**src/logic/csr_defs.vh**
```
// Constants for the colour sensor range, timing and result logic
`ifndef CSR_DEFS_VH
`define CSR_DEFS_VH

// ==========================================================
// Clock and timebase
`define CSR_CLK_PERIOD_NS  4
`define CSR_TICK_NS        1000

// ==========================================================
// Range codes
`define CSR_RANGE_AUTO     4'hc
`define CSR_RANGE_MAX      4'h6
`define CSR_AUTO_RST       4'h6

// ==========================================================
// Result layout: exponent above a 20-bit mantissa
`define CSR_SCALE_MSB      23
`define CSR_SCALE_LSB      20
`define CSR_MANT_MSB       19
`define CSR_UPPER_LSB      8
`define CSR_LOWER_MSB      7
`define CSR_MANT_SAT       20'hfffff
`define CSR_ENTRY_RST      24'h000000
`define CSR_LIM_PAD        5'h08

// ==========================================================
// Auto-range decision points as fractions of full scale
`define CSR_AR_DN2_LIM     20'h10000
`define CSR_AR_DN1_LIM     20'h40000
`define CSR_AR_UP_LIM      20'he0000

// ==========================================================
// Per-channel conversion times in microseconds, codes 0 to 11
`define CSR_CT_US_0        20'h00258
`define CSR_CT_US_1        20'h003e8
`define CSR_CT_US_2        20'h00708
`define CSR_CT_US_3        20'h00d48
`define CSR_CT_US_4        20'h01964
`define CSR_CT_US_5        20'h0319c
`define CSR_CT_US_6        20'h061a8
`define CSR_CT_US_7        20'h0c350
`define CSR_CT_US_8        20'h186a0
`define CSR_CT_US_9        20'h30d40
`define CSR_CT_US_10       20'h61a80
`define CSR_CT_US_11       20'hc3500

`endif

```
**src/logic/csr_result_mem.v**
```verilog
// Result store: four committed channel entries, registered read port
`timescale 1ns/100ps
`include "csr_defs.vh"

module csr_result_mem (
   // Clock and reset
   input  wire        sys_clk,
   input  wire        srst,
   // Write side, all four entries at once
   input  wire        wrAll,
   input  wire [95:0] wrData,
   // Read side
   input  wire [1:0]  rdAddr,
   output reg  [23:0] rdData
);

   reg [23:0] entry_reg [0:3];

   // ==========================================================
   // Storage
   genvar i;
   generate
      for (i = 0; i < 4; i = i + 1) begin : gEntry
         // Whole set is replaced together so a reader never sees a mixed measurement
         always @(posedge sys_clk) begin
            if (srst) begin
               entry_reg[i] <= `CSR_ENTRY_RST;
            end else if (wrAll) begin
               entry_reg[i] <= wrData[i*24 +: 24];
            end
         end
      end
   endgenerate

   // ==========================================================
   // Registered read
   always @(posedge sys_clk) begin
      if (srst) begin
         rdData <= `CSR_ENTRY_RST;
      end else begin
         rdData <= entry_reg[rdAddr];
      end
   end

endmodule // csr_result_mem

```
**src/logic/csr_range_result.v**
```verilog
// Range selection, conversion sequencing, result forming and threshold compare
`timescale 1ns/100ps
`include "csr_defs.vh"

module csr_range_result #(
   parameter TICK_CYCLES = `CSR_TICK_NS / `CSR_CLK_PERIOD_NS
) (
   // Clock and reset
   sys_clk,
   srst,
   // Measurement control
   rangeSel,
   convTime,
   measStart,
   // Converter front end
   adcStart,
   adcEnd,
   adcChannel,
   adcScale,
   adcCode,
   adcOverRange,
   // Threshold settings
   limHighResult,
   limHighScale,
   limLowResult,
   limLowScale,
   limChannel,
   faultCount,
   // Status
   measBusy,
   measDone,
   faultHighFlag,
   faultLowFlag,
   expandedLimitHigh,
   expandedLimitLow,
   // Result read port
   rdChannel,
   channelScaleCode,
   channelUpperResult,
   channelLowerResult,
   channelLinearCode
);

   // Clock and reset
   input  wire        sys_clk;
   input  wire        srst;
   // Measurement control
   input  wire [3:0]  rangeSel;
   input  wire [3:0]  convTime;
   input  wire        measStart;
   // Converter front end
   output reg         adcStart;
   output reg         adcEnd;
   output reg  [1:0]  adcChannel;
   output reg  [3:0]  adcScale;
   input  wire [19:0] adcCode;
   input  wire        adcOverRange;
   // Threshold settings
   input  wire [11:0] limHighResult;
   input  wire [3:0]  limHighScale;
   input  wire [11:0] limLowResult;
   input  wire [3:0]  limLowScale;
   input  wire [1:0]  limChannel;
   input  wire [1:0]  faultCount;
   // Status
   output wire        measBusy;
   output reg         measDone;
   output reg         faultHighFlag;
   output reg         faultLowFlag;
   output reg  [35:0] expandedLimitHigh;
   output reg  [35:0] expandedLimitLow;
   // Result read port
   input  wire [1:0]  rdChannel;
   output reg  [3:0]  channelScaleCode;
   output reg  [11:0] channelUpperResult;
   output reg  [7:0]  channelLowerResult;
   output reg  [27:0] channelLinearCode;

   // ==========================================================
   // Sequencer states
   localparam [4:0] ST_IDLE   = 5'h01;
   localparam [4:0] ST_LAUNCH = 5'h02;
   localparam [4:0] ST_CONV   = 5'h04;
   localparam [4:0] ST_EVAL   = 5'h08;
   localparam [4:0] ST_COMMIT = 5'h10;
   // Prescaler end point, cut to the counter width on purpose
   localparam integer TICK_LAST_FULL = TICK_CYCLES - 1;
   localparam [11:0] TICK_LAST = TICK_LAST_FULL[11:0];

   reg  [4:0]  state_reg;
   reg  [4:0]  state_next;
   reg  [11:0] tick_reg;
   reg  [19:0] usCnt_reg;
   reg  [19:0] convUs;
   reg  [3:0]  autoScale_reg [0:3];
   reg  [23:0] shadow_reg [0:3];
   reg  [3:0]  arNext;
   reg  [3:0]  hiCnt_reg;
   reg  [3:0]  loCnt_reg;
   reg  [3:0]  hiCnt_next;
   reg  [3:0]  loCnt_next;
   wire        autoMode;
   wire [3:0]  manualScale;
   wire [3:0]  launchScale;
   wire        tickEnd;
   wire        convEnd;
   wire        retry;
   wire [19:0] mantNew;
   wire        evalOk;
   wire [23:0] limEntry;
   wire [27:0] limLinear;
   wire        isHigh;
   wire        isLow;
   wire [3:0]  faultNeed;
   wire [35:0] limHighWide;
   wire [35:0] limLowWide;
   wire [23:0] memRd;

   // ==========================================================
   // Range selection
   // Code 0xC hands the choice to the per-channel auto state
   assign autoMode    = (rangeSel == `CSR_RANGE_AUTO);
   // Unlisted codes clamp to the widest fixed range rather than misbehave
   assign manualScale = (rangeSel > `CSR_RANGE_MAX) ? `CSR_RANGE_MAX : rangeSel;
   assign launchScale = autoMode ? autoScale_reg[adcChannel] : manualScale;

   // ==========================================================
   // Conversion time lookup, in microsecond ticks
   always @* begin
      case (convTime)
         4'h0:    convUs = `CSR_CT_US_0;
         4'h1:    convUs = `CSR_CT_US_1;
         4'h2:    convUs = `CSR_CT_US_2;
         4'h3:    convUs = `CSR_CT_US_3;
         4'h4:    convUs = `CSR_CT_US_4;
         4'h5:    convUs = `CSR_CT_US_5;
         4'h6:    convUs = `CSR_CT_US_6;
         4'h7:    convUs = `CSR_CT_US_7;
         4'h8:    convUs = `CSR_CT_US_8;
         4'h9:    convUs = `CSR_CT_US_9;
         4'ha:    convUs = `CSR_CT_US_10;
         default: convUs = `CSR_CT_US_11;
      endcase
   end

   // A microsecond prescaler keeps the long window counter narrow
   assign tickEnd = (tick_reg == TICK_LAST);
   assign convEnd = tickEnd && (usCnt_reg == convUs - 20'h00001);

   // ==========================================================
   // Evaluation of one channel conversion
   // Retry only in auto mode and only while a wider range is left
   assign retry   = autoMode && adcOverRange && (adcScale < `CSR_RANGE_MAX);
   // Over-range that cannot retry is reported as full-scale
   assign mantNew = adcOverRange ? `CSR_MANT_SAT : adcCode;
   assign evalOk  = (state_reg == ST_EVAL) && !retry;

   // Next auto range from this reading, fixed fractions of full scale
   always @* begin
      arNext = adcScale;
      if (adcOverRange) begin
         arNext = adcScale;
      end else if (adcCode < `CSR_AR_DN2_LIM) begin
         arNext = (adcScale > 4'h1) ? adcScale - 4'h2 : 4'h0;
      end else if (adcCode < `CSR_AR_DN1_LIM) begin
         arNext = (adcScale > 4'h0) ? adcScale - 4'h1 : 4'h0;
      end else if (adcCode >= `CSR_AR_UP_LIM) begin
         arNext = (adcScale < `CSR_RANGE_MAX) ? adcScale + 4'h1 : adcScale;
      end
   end

   // ==========================================================
   // Per-channel auto state and pending results
   genvar c;
   generate
      for (c = 0; c < 4; c = c + 1) begin : gChan
         // Only the channel just converted moves its own range
         always @(posedge sys_clk) begin
            if (srst) begin
               autoScale_reg[c] <= `CSR_AUTO_RST;
            end else if ((state_reg == ST_EVAL) && autoMode && (adcChannel == c)) begin
               autoScale_reg[c] <= retry ? adcScale + 4'h1 : arNext;
            end
         end
         // Held aside until all four succeed, so reads see the last full set
         always @(posedge sys_clk) begin
            if (srst) begin
               shadow_reg[c] <= `CSR_ENTRY_RST;
            end else if (evalOk && (adcChannel == c)) begin
               shadow_reg[c] <= {adcScale, mantNew};
            end
         end
      end
   endgenerate

   // ==========================================================
   // Sequencer next state
   always @* begin
      state_next = state_reg;
      case (state_reg)
         ST_IDLE: begin
            if (measStart) begin
               state_next = ST_LAUNCH;
            end
         end
         ST_LAUNCH: begin
            state_next = ST_CONV;
         end
         ST_CONV: begin
            if (convEnd) begin
               state_next = ST_EVAL;
            end
         end
         ST_EVAL: begin
            // A retry reruns the same channel, stretching the measurement
            if (retry) begin
               state_next = ST_CONV;
            end else if (adcChannel == 2'h3) begin
               state_next = ST_COMMIT;
            end else begin
               state_next = ST_LAUNCH;
            end
         end
         ST_COMMIT: begin
            state_next = ST_IDLE;
         end
         default: begin
            state_next = ST_IDLE;
         end
      endcase
   end

   // ==========================================================
   // Sequencer registers and converter strobes
   always @(posedge sys_clk) begin
      if (srst) begin
         state_reg  <= ST_IDLE;
         tick_reg   <= 12'h000;
         usCnt_reg  <= 20'h00000;
         adcStart   <= 1'b0;
         adcEnd     <= 1'b0;
         adcChannel <= 2'h0;
         adcScale   <= 4'h0;
         measDone   <= 1'b0;
      end else begin
         state_reg <= state_next;
         adcStart  <= 1'b0;
         adcEnd    <= 1'b0;
         measDone  <= 1'b0;
         case (state_reg)
            ST_IDLE: begin
               adcChannel <= 2'h0;
            end
            ST_LAUNCH: begin
               adcScale  <= launchScale;
               adcStart  <= 1'b1;
               tick_reg  <= 12'h000;
               usCnt_reg <= 20'h00000;
            end
            ST_CONV: begin
               if (tickEnd) begin
                  tick_reg  <= 12'h000;
                  usCnt_reg <= usCnt_reg + 20'h00001;
               end else begin
                  tick_reg <= tick_reg + 12'h001;
               end
               adcEnd <= convEnd;
            end
            ST_EVAL: begin
               if (retry) begin
                  // Step up once and convert again with no result kept
                  adcScale  <= adcScale + 4'h1;
                  adcStart  <= 1'b1;
                  tick_reg  <= 12'h000;
                  usCnt_reg <= 20'h00000;
               end else if (adcChannel != 2'h3) begin
                  adcChannel <= adcChannel + 2'h1;
               end
            end
            ST_COMMIT: begin
               measDone <= 1'b1;
            end
            default: begin
               adcChannel <= 2'h0;
            end
         endcase
      end
   end

   assign measBusy = (state_reg != ST_IDLE);

   // ==========================================================
   // Committed result store
   csr_result_mem uMem (
      .sys_clk (sys_clk),
      .srst    (srst),
      .wrAll   (state_reg == ST_COMMIT),
      .wrData  ({shadow_reg[3], shadow_reg[2], shadow_reg[1], shadow_reg[0]}),
      .rdAddr  (rdChannel),
      .rdData  (memRd)
   );

   // ==========================================================
   // Result fields, two cycles after the channel select
   always @(posedge sys_clk) begin
      if (srst) begin
         channelScaleCode   <= 4'h0;
         channelUpperResult <= 12'h000;
         channelLowerResult <= 8'h00;
         channelLinearCode  <= 28'h0000000;
      end else begin
         channelScaleCode   <= memRd[`CSR_SCALE_MSB:`CSR_SCALE_LSB];
         channelUpperResult <= memRd[`CSR_MANT_MSB:`CSR_UPPER_LSB];
         channelLowerResult <= memRd[`CSR_LOWER_MSB:0];
         // Exponent never passes 6 here, so 28 bits cannot overflow
         channelLinearCode  <= {8'h00, memRd[`CSR_MANT_MSB:0]}
                               << memRd[`CSR_SCALE_MSB:`CSR_SCALE_LSB];
      end
   end

   // ==========================================================
   // Threshold expansion and compare
   // Zero padding below the 12-bit field, 36 bits covers exponent 15
   assign limHighWide = {24'h000000, limHighResult}
                        << ({1'b0, limHighScale} + `CSR_LIM_PAD);
   assign limLowWide  = {24'h000000, limLowResult}
                        << ({1'b0, limLowScale} + `CSR_LIM_PAD);
   assign limEntry    = shadow_reg[limChannel];
   assign limLinear   = {8'h00, limEntry[`CSR_MANT_MSB:0]}
                        << limEntry[`CSR_SCALE_MSB:`CSR_SCALE_LSB];
   assign isHigh      = ({8'h00, limLinear} > limHighWide);
   assign isLow       = ({8'h00, limLinear} < limLowWide);
   assign faultNeed   = 4'h1 << faultCount;

   // Consecutive counters saturate at the needed count
   always @* begin
      hiCnt_next = 4'h0;
      loCnt_next = 4'h0;
      if (isHigh) begin
         hiCnt_next = (hiCnt_reg >= faultNeed) ? faultNeed : hiCnt_reg + 4'h1;
      end
      if (isLow) begin
         loCnt_next = (loCnt_reg >= faultNeed) ? faultNeed : loCnt_reg + 4'h1;
      end
   end

   // Flags move only on a committed measurement that completes the run
   always @(posedge sys_clk) begin
      if (srst) begin
         hiCnt_reg         <= 4'h0;
         loCnt_reg         <= 4'h0;
         faultHighFlag     <= 1'b0;
         faultLowFlag      <= 1'b0;
         expandedLimitHigh <= 36'h000000000;
         expandedLimitLow  <= 36'h000000000;
      end else begin
         expandedLimitHigh <= limHighWide;
         expandedLimitLow  <= limLowWide;
         if (state_reg == ST_COMMIT) begin
            hiCnt_reg <= hiCnt_next;
            loCnt_reg <= loCnt_next;
            if (hiCnt_next == faultNeed) begin
               faultHighFlag <= 1'b1;
               faultLowFlag  <= 1'b0;
            end else if (loCnt_next == faultNeed) begin
               faultHighFlag <= 1'b0;
               faultLowFlag  <= 1'b1;
            end
         end
      end
   end

endmodule // csr_range_result

```
**config.mk**
```make
export PLATFORM = sky130hd
export DESIGN_NAME = csr_range_result
export DESIGN_NICKNAME = d
export VERILOG_FILES = /design/src/logic/csr_result_mem.v /design/src/logic/csr_range_result.v
export VERILOG_INCLUDE_DIRS = /design/src /design/src/logic
export SDC_FILE = /design/constraint.sdc
export NUM_CORES = 1
export LEC_CHECK = 0
export BUFFER_PORTS_ARGS = -buffer_cell sky130_fd_sc_hd__buf_2
export CORE_UTILIZATION = 55
export CTS_CLUSTER_DIAMETER = 40
export DETAILED_ROUTE_END_ITERATION = 8
export PLACE_DENSITY = 0.71
export SLEW_MARGIN = 25
export SYNTH_ARGS = -nofsm -noshare
export SYNTH_HDL_FRONTEND = slang
export SYNTH_SLANG_ARGS = --single-unit
```
**constraint.sdc**
```tcl
create_clock -name sys_clk -period 5.6 [get_ports sys_clk]
set_input_delay 0.56 -clock sys_clk [delete_from_list [all_inputs] [get_ports sys_clk]]
set_output_delay 0.56 -clock sys_clk [all_outputs]
set_load 0.01 [all_outputs]
```
# After elaboration in Yosys (flattened, before gate mapping)
# Memories as Yosys holds them, arrays and structs flattened. A register that Yosys moved wholly into a read port is not among the register bits.
# Index checks and enable logic that the tools add are counted.
[totals]
rom_bits = 288
output_inout_bits = 136
elab_cells = 190
reg_bits = 180
ram_bits = 208
mem_count = 4
inputBits = 70
[classes]
shifts = 5
muxes = 80
magnitude_cmp = 11
n_reduce_logical = 26
n_addsub = 11
bitwise = 14
n_eq_ne = 21
[mem_list]
columns = ["name", "depth", "width", "rd", "rd_clocked_by_memory_dff", "wr", "line_no", "source"]
rows = [
  ["(name not given)", 16, 18, 1, 0, 0, "csr_range_result.v:130", "case (convTime)"],
  ["shadow_reg", 4, 24, 5, 0, 4, "csr_range_result.v:96", "reg [23:0] shadow_reg [0:3];"],
  ["uMem.entry_reg", 4, 24, 1, 1, 4, "csr_result_mem.v:17", "reg [23:0] entry_reg [0:3];"],
  ["autoScale_reg", 4, 4, 1, 1, 4, "csr_range_result.v:95", "reg [3:0] autoScale_reg [0:3];"],
]
[op_table]
columns = ["operator", "n"]
rows = [
  ["$mux W24", 8],
  ["$mux W4", 19],
  ["$shl A12 B5 Y36", 2],
  ["$mux W20", 3],
  ["$pmux W20 S3", 1],
  ["$shl A20 B4 Y28", 2],
  ["$gt A28 B36 Y1", 1],
  ["$lt A28 B36 Y1", 1],
  ["$pmux W12 S3", 1],
  ["$mux W1", 34],
  ["$mux W12", 2],
  ["$add A20 B1 Y20 const B", 1],
  ["$eq A20 B20 Y1", 1],
  ["$ge A20 B20 Y1 const B", 1],
  ["$lt A20 B17 Y1 const B", 1],
  ["$lt A20 B19 Y1 const B", 1],
  ["$mux W5", 4],
  ["$pmux W5 S4", 1],
  ["$sub A20 B1 Y20 const B", 1],
  ["$logic_and A1 B1 Y1", 13],
  ["$add A12 B1 Y12 const B", 1],
  ["$add A4 B1 Y4 const B", 3],
  ["$eq A12 B8 Y1 const B", 1],
  ["$ne A2 B2 Y1 const B", 6],
  ["34 further kinds", 59],
]

# Logic depth before layout (Yosys ltp)
[logic_depth]
word_depth = 10
depth_mapped = 20
ltp_nobuf = 17

# Cells and area by module
# From an unflattened synthesis, not the netlist that was laid out.
[hier_totals]
hier_cells = 2041
area_unflattened_um2 = 20945.1
[by_module_without_submodules]
columns = ["mod", "seq_area_each_um2", "cells_per_inst", "area_per_inst_um2", "instances"]
rows = [
  ["csr_range_result", 7006.7, 1727, 16153.0, 1],
  ["csr_result_mem", 3363.2, 314, 4792.1, 1],
]

# Worst setup path before layout
# No wires, ideal clock.
[synth_timing]
path_kind = "in2reg"
start = "input limChannel[0]"
end = "register faultHighFlag"
path_buffers = 3
cell_stages = 20
required_time_ns = 5.475
setup_time_ns = 0.125
t_arrival_ns = 4.542
path_slack_ns = 0.933
cell_sequence = "buf_6 mux4_2 buf_2 buf_2 mux2i_1 nand2_1 o21ai_0 o21ai_0 nor2_1 a21oi_1 ha_1 a211oi_1 o21a_1 o21ai_0 a2111oi_0 a211oi_2 o2bb2ai_4 and2_1 a311oi_2 o41a_1"
[synth_via]
elab_chain_cells = 7
elab_cells_between_ends = 11
classes_between = "2 x order compare; 2 x eq/ne; 1 x shift; 3 x mux; 2 x reduce/logical; 1 x memory"
[synth_lines]
columns = ["element", "line_no", "source"]
rows = [
  ["from (decl)", "csr_range_result.v:63", "input wire [1:0] limChannel;"],
  ["$mem_v2 Z4 W24 (*)", "--", ""],
  ["$shl A20 B4 Y28 (*)", "csr_range_result.v:329", "assign limLinear = {8'h00, limEntry[`CSR_MANT_MSB:0]}"],
  ["$gt A28 B36 Y1 or $lt A28 B36 Y1 (tied branches)", "csr_range_result.v:331, csr_range_result.v:332", ""],
  ["$mux W4, on equally long branches", "csr_range_result.v:339, csr_range_result.v:342", ""],
  ["$eq A4 B4 Y1, on equally long branches", "csr_range_result.v:362, csr_range_result.v:365", ""],
  ["$reduce_bool A2 Y1 (no source line)", "--", ""],
  ["$reduce_and A2 Y1 (no source line)", "--", ""],
  ["to (signal assigned)", "csr_range_result.v:352", "faultHighFlag <= 1'b0;"],
  ["to (signal assigned)", "csr_range_result.v:363", "faultHighFlag <= 1'b1;"],
  ["to (signal assigned)", "csr_range_result.v:366", "faultHighFlag <= 1'b0;"],
  ["to (decl)", "csr_range_result.v:68", "output reg faultHighFlag;"],
]
# Mark *: on every way between the ends. The rest lies on a longest branch, timed or not.
# A chain may end at the register's enable or synchronous reset.

==> results.cfg <==
[outcome]
outcome = finished clean

[min_path]
holdPathStages = 3
hp-class = primary input to flip-flop
holdPathEnd = state_reg[1]
hold_start = measStart

[placement]
post-place-cells = 2612
dp.final_hpwl_um = 37300
gp_congestion = 0.950
port-buffer-count = 205

[clock_tree]
cts_made_buffers = 57
clock_sinks = 414
cts_resized = 0
cts_setup_buffers = 0
ctsLongestPathBuffers = 3
cts.htree.levels = 2
cts_hold_buf = 0
clk_pin_slew_ps = 60
clock_latency_ps = 620
cts_tree = built
clockRootBuffer = clkbuf_16

[timing]
period_minus_slack_ps = 5040
clock_skew_ps = 43.9
setup_tns_ps = 0
slew_viol_final = 0
max_clock_freq_ghz = 0.198
hold_violations = 0
rsz0062_at_grt = no
finalSetupViolCount = 0
slew_headroom_pct = 25.9
tightest_slew_ps = 1110
min_period_over_period_pct = 90.0

[power]
powerDensity_nw_per_um2 = 345
leakage_nw = 9.93
ir_drop_uv = 348

[die]
core_um2 = 36900
start_util_pct = 56.4
die_area_um2 = 38600
die_h_um = 196
io_pins = 206
die_w_um = 196
placementRows = 70

[synthesis]
syn_inst = 1973
synth_cell_types = 73
yosysSeqAreaShare_pct = 49.8
avgSynthCellArea_um2 = 10.5
yosys_most_used_dff = edfxtp_1
yosys_warnings = 0
synth_edf_count = 208
ys_ff_latch = 414
async_reset_ff_share_pct = 0
netlist_area_um2 = 20800

[run]
max-cap-violations = 0

[layout]
fill_cells = 2878
drive_gt1_share_pct = 20.4
final_cell_mix = nor2_1 (311), edfxtp_1 (208), dfxtp_1 (204), buf_2 (204), nand2_1 (128)
final_cells = 2722
layout_commonest_cell = nor2_1
syn2layout_area_growth_pct = 16.9
final_nets = 2320

[setup_path]
setup.worst_path.start_class = flip-flop
critPathArrivalTime_ps = 5500
r2r_setup_slack_ps = 560
worstPathRequired_ps = 6060
critPathKind = flip-flop to flip-flop
ff2ff_path_depth = 16
critical_path.endpoint_type = flip-flop
critPathMaxFanout = 16
reg2reg_to = faultHighFlag
r2r_start = shadow_reg[2][20]

[global_route]
grt_pass1_wl_um = 81300
grt_remaining_overflow = 0
grt_pass1_vias = 15200
grt_max_degree = 98
track_usage_pct = 27.1
grt_antenna_before_repair = 3

[routing]
viasPerCell = 5.72
drtIter0Drc = 1006
wire_per_inst_um = 19.2
ant_nets = 0
first_pass_iters = 7
vias = 15600
drt_wl_total_um = 52400
route.detailed.drc = 0
cell usage after synthesis (all sizes together), types with 3 or more instances:
cell | instances | area (um2)
mux2 | 31 | 349
xor2 | 31 | 272
o211ai | 7 | 52.6
nand2 | 129 | 484
nor2 | 312 | 1170
nand3 | 38 | 190
o2bb2ai | 3 | 45.1
mux4 | 61 | 1370
inv | 38 | 143
a31oi | 13 | 81.3
o31ai | 4 | 30.0
a21oi | 91 | 459
o21ai | 74 | 370
nor3 | 33 | 170
buf | 25 | 128
or2 | 18 | 113
nand2b | 22 | 138
nand4 | 21 | 138
mux2i | 98 | 988
o21a | 8 | 60.1
a211oi | 26 | 200
nand3b | 5 | 37.5
a221oi | 3 | 26.3
o22ai | 12 | 75.1
a22oi | 9 | 72.6
nor4 | 9 | 62.6
edfxtp | 208 | 6250
a21o | 22 | 165
xnor2 | 15 | 131
dfxtp | 206 | 4120
clkbuf | 87 | 327
and2 | 106 | 663
nor2b | 59 | 377
ha | 83 | 1040
and3 | 21 | 131
o32ai | 4 | 35.0
or3 | 9 | 56.3
power breakdown:
part	internal, W	switching, W	leakage [nW]	total (W)
Clock	0.00237	0.00145	1.02	0.00383
Sequential	0.00333	0.0000960	3.67	0.00342
Combinational	0.000468	0.000686	5.24	0.00115
metal layers:
layer / share of wire (%) / vias to the layer above / GRT usage (%)
met5: 0.025 / - / 0
met3: 6.2 / 126 / 4.04
met2: 50 / 578 / 47.3
met4: 3.7 / 2 / 12.5
li1: - / 7431 / -
met1: 40 / 7438 / 33.0
worst max-delay path, cell delays in order (launching register included):
cell and delay, ps:
edfxtp_1 430, mux4_2 720, mux2_2 360, o21ai_0 280, o21ai_0 170, nor2_1 130
a21oi_1 100, ha_1 370, a211oi_1 310, o21a_1 180, o21ai_0 140, a2111oi_0 520
a211oi_2 170, o2bb2ai_4 250, and2_1 200, a311oi_2 120, o41a_1 430
logic make-up (layout without fill, tap and decap cells):
kind of cell / Yosys count / count (layout) / share of synthesized area [%]
other: 2 / 33 / 0.0361
DFF: 414 / 414 / 49.8
adders and majority gates: 83 / 83 / 4.99
muxes: 190 / 190 / 13.0
xor gates and xnor gates: 46 / 46 / 1.94
buffers and inverters: 151 / 365 / 2.89
and+or+nand+nor: 794 / 794 / 18.5
AOI/OAI and AO/OA: 293 / 293 / 8.80
through the flow:
stage          power [W]  cell area [um2]  util, %  hold WS, ps  setup WS, ps
6_report         0.00840            24300     66.0          214           559
5_1_grt          0.00872            24300     66.0          223           245
4_1_cts          0.00845            24300     66.0          175           643
3_5_place_dp     0.00462            22200     60.3          482           288
3_3_place_gp     0.00459            22200     60.3          471           545
2_1_floorplan    0.00426            20900        -          451           933
final cells by class:
| cell class | instances | area (um2) | share of cell area (%) |
|---|---|---|---|
| timing repair buffer | 218 | 1130 | 4.63 |
| multi-input combinational | 1437 | 9960 | 40.9 |
| antenna | 2 | 5.00 | 0.0206 |
| clock buffer | 70 | 1570 | 6.45 |
| tap | 504 | 631 | 2.59 |
| inverter | 39 | 148 | 0.607 |
| sequential | 414 | 10400 | 42.6 |
| clock inverter | 38 | 515 | 2.12 |
how the worst max path moves through the flow:
stage                           start            end
floorplan               limChannel[0]  faultHighFlag
global placement        limChannel[0]  faultHighFlag
detailed placement      limChannel[0]  faultHighFlag
CTS                 shadow_reg[2][20]  faultHighFlag
global route        shadow_reg[2][20]  faultHighFlag
finish              shadow_reg[2][20]  faultHighFlag
(Power assumes the default switching activity.)
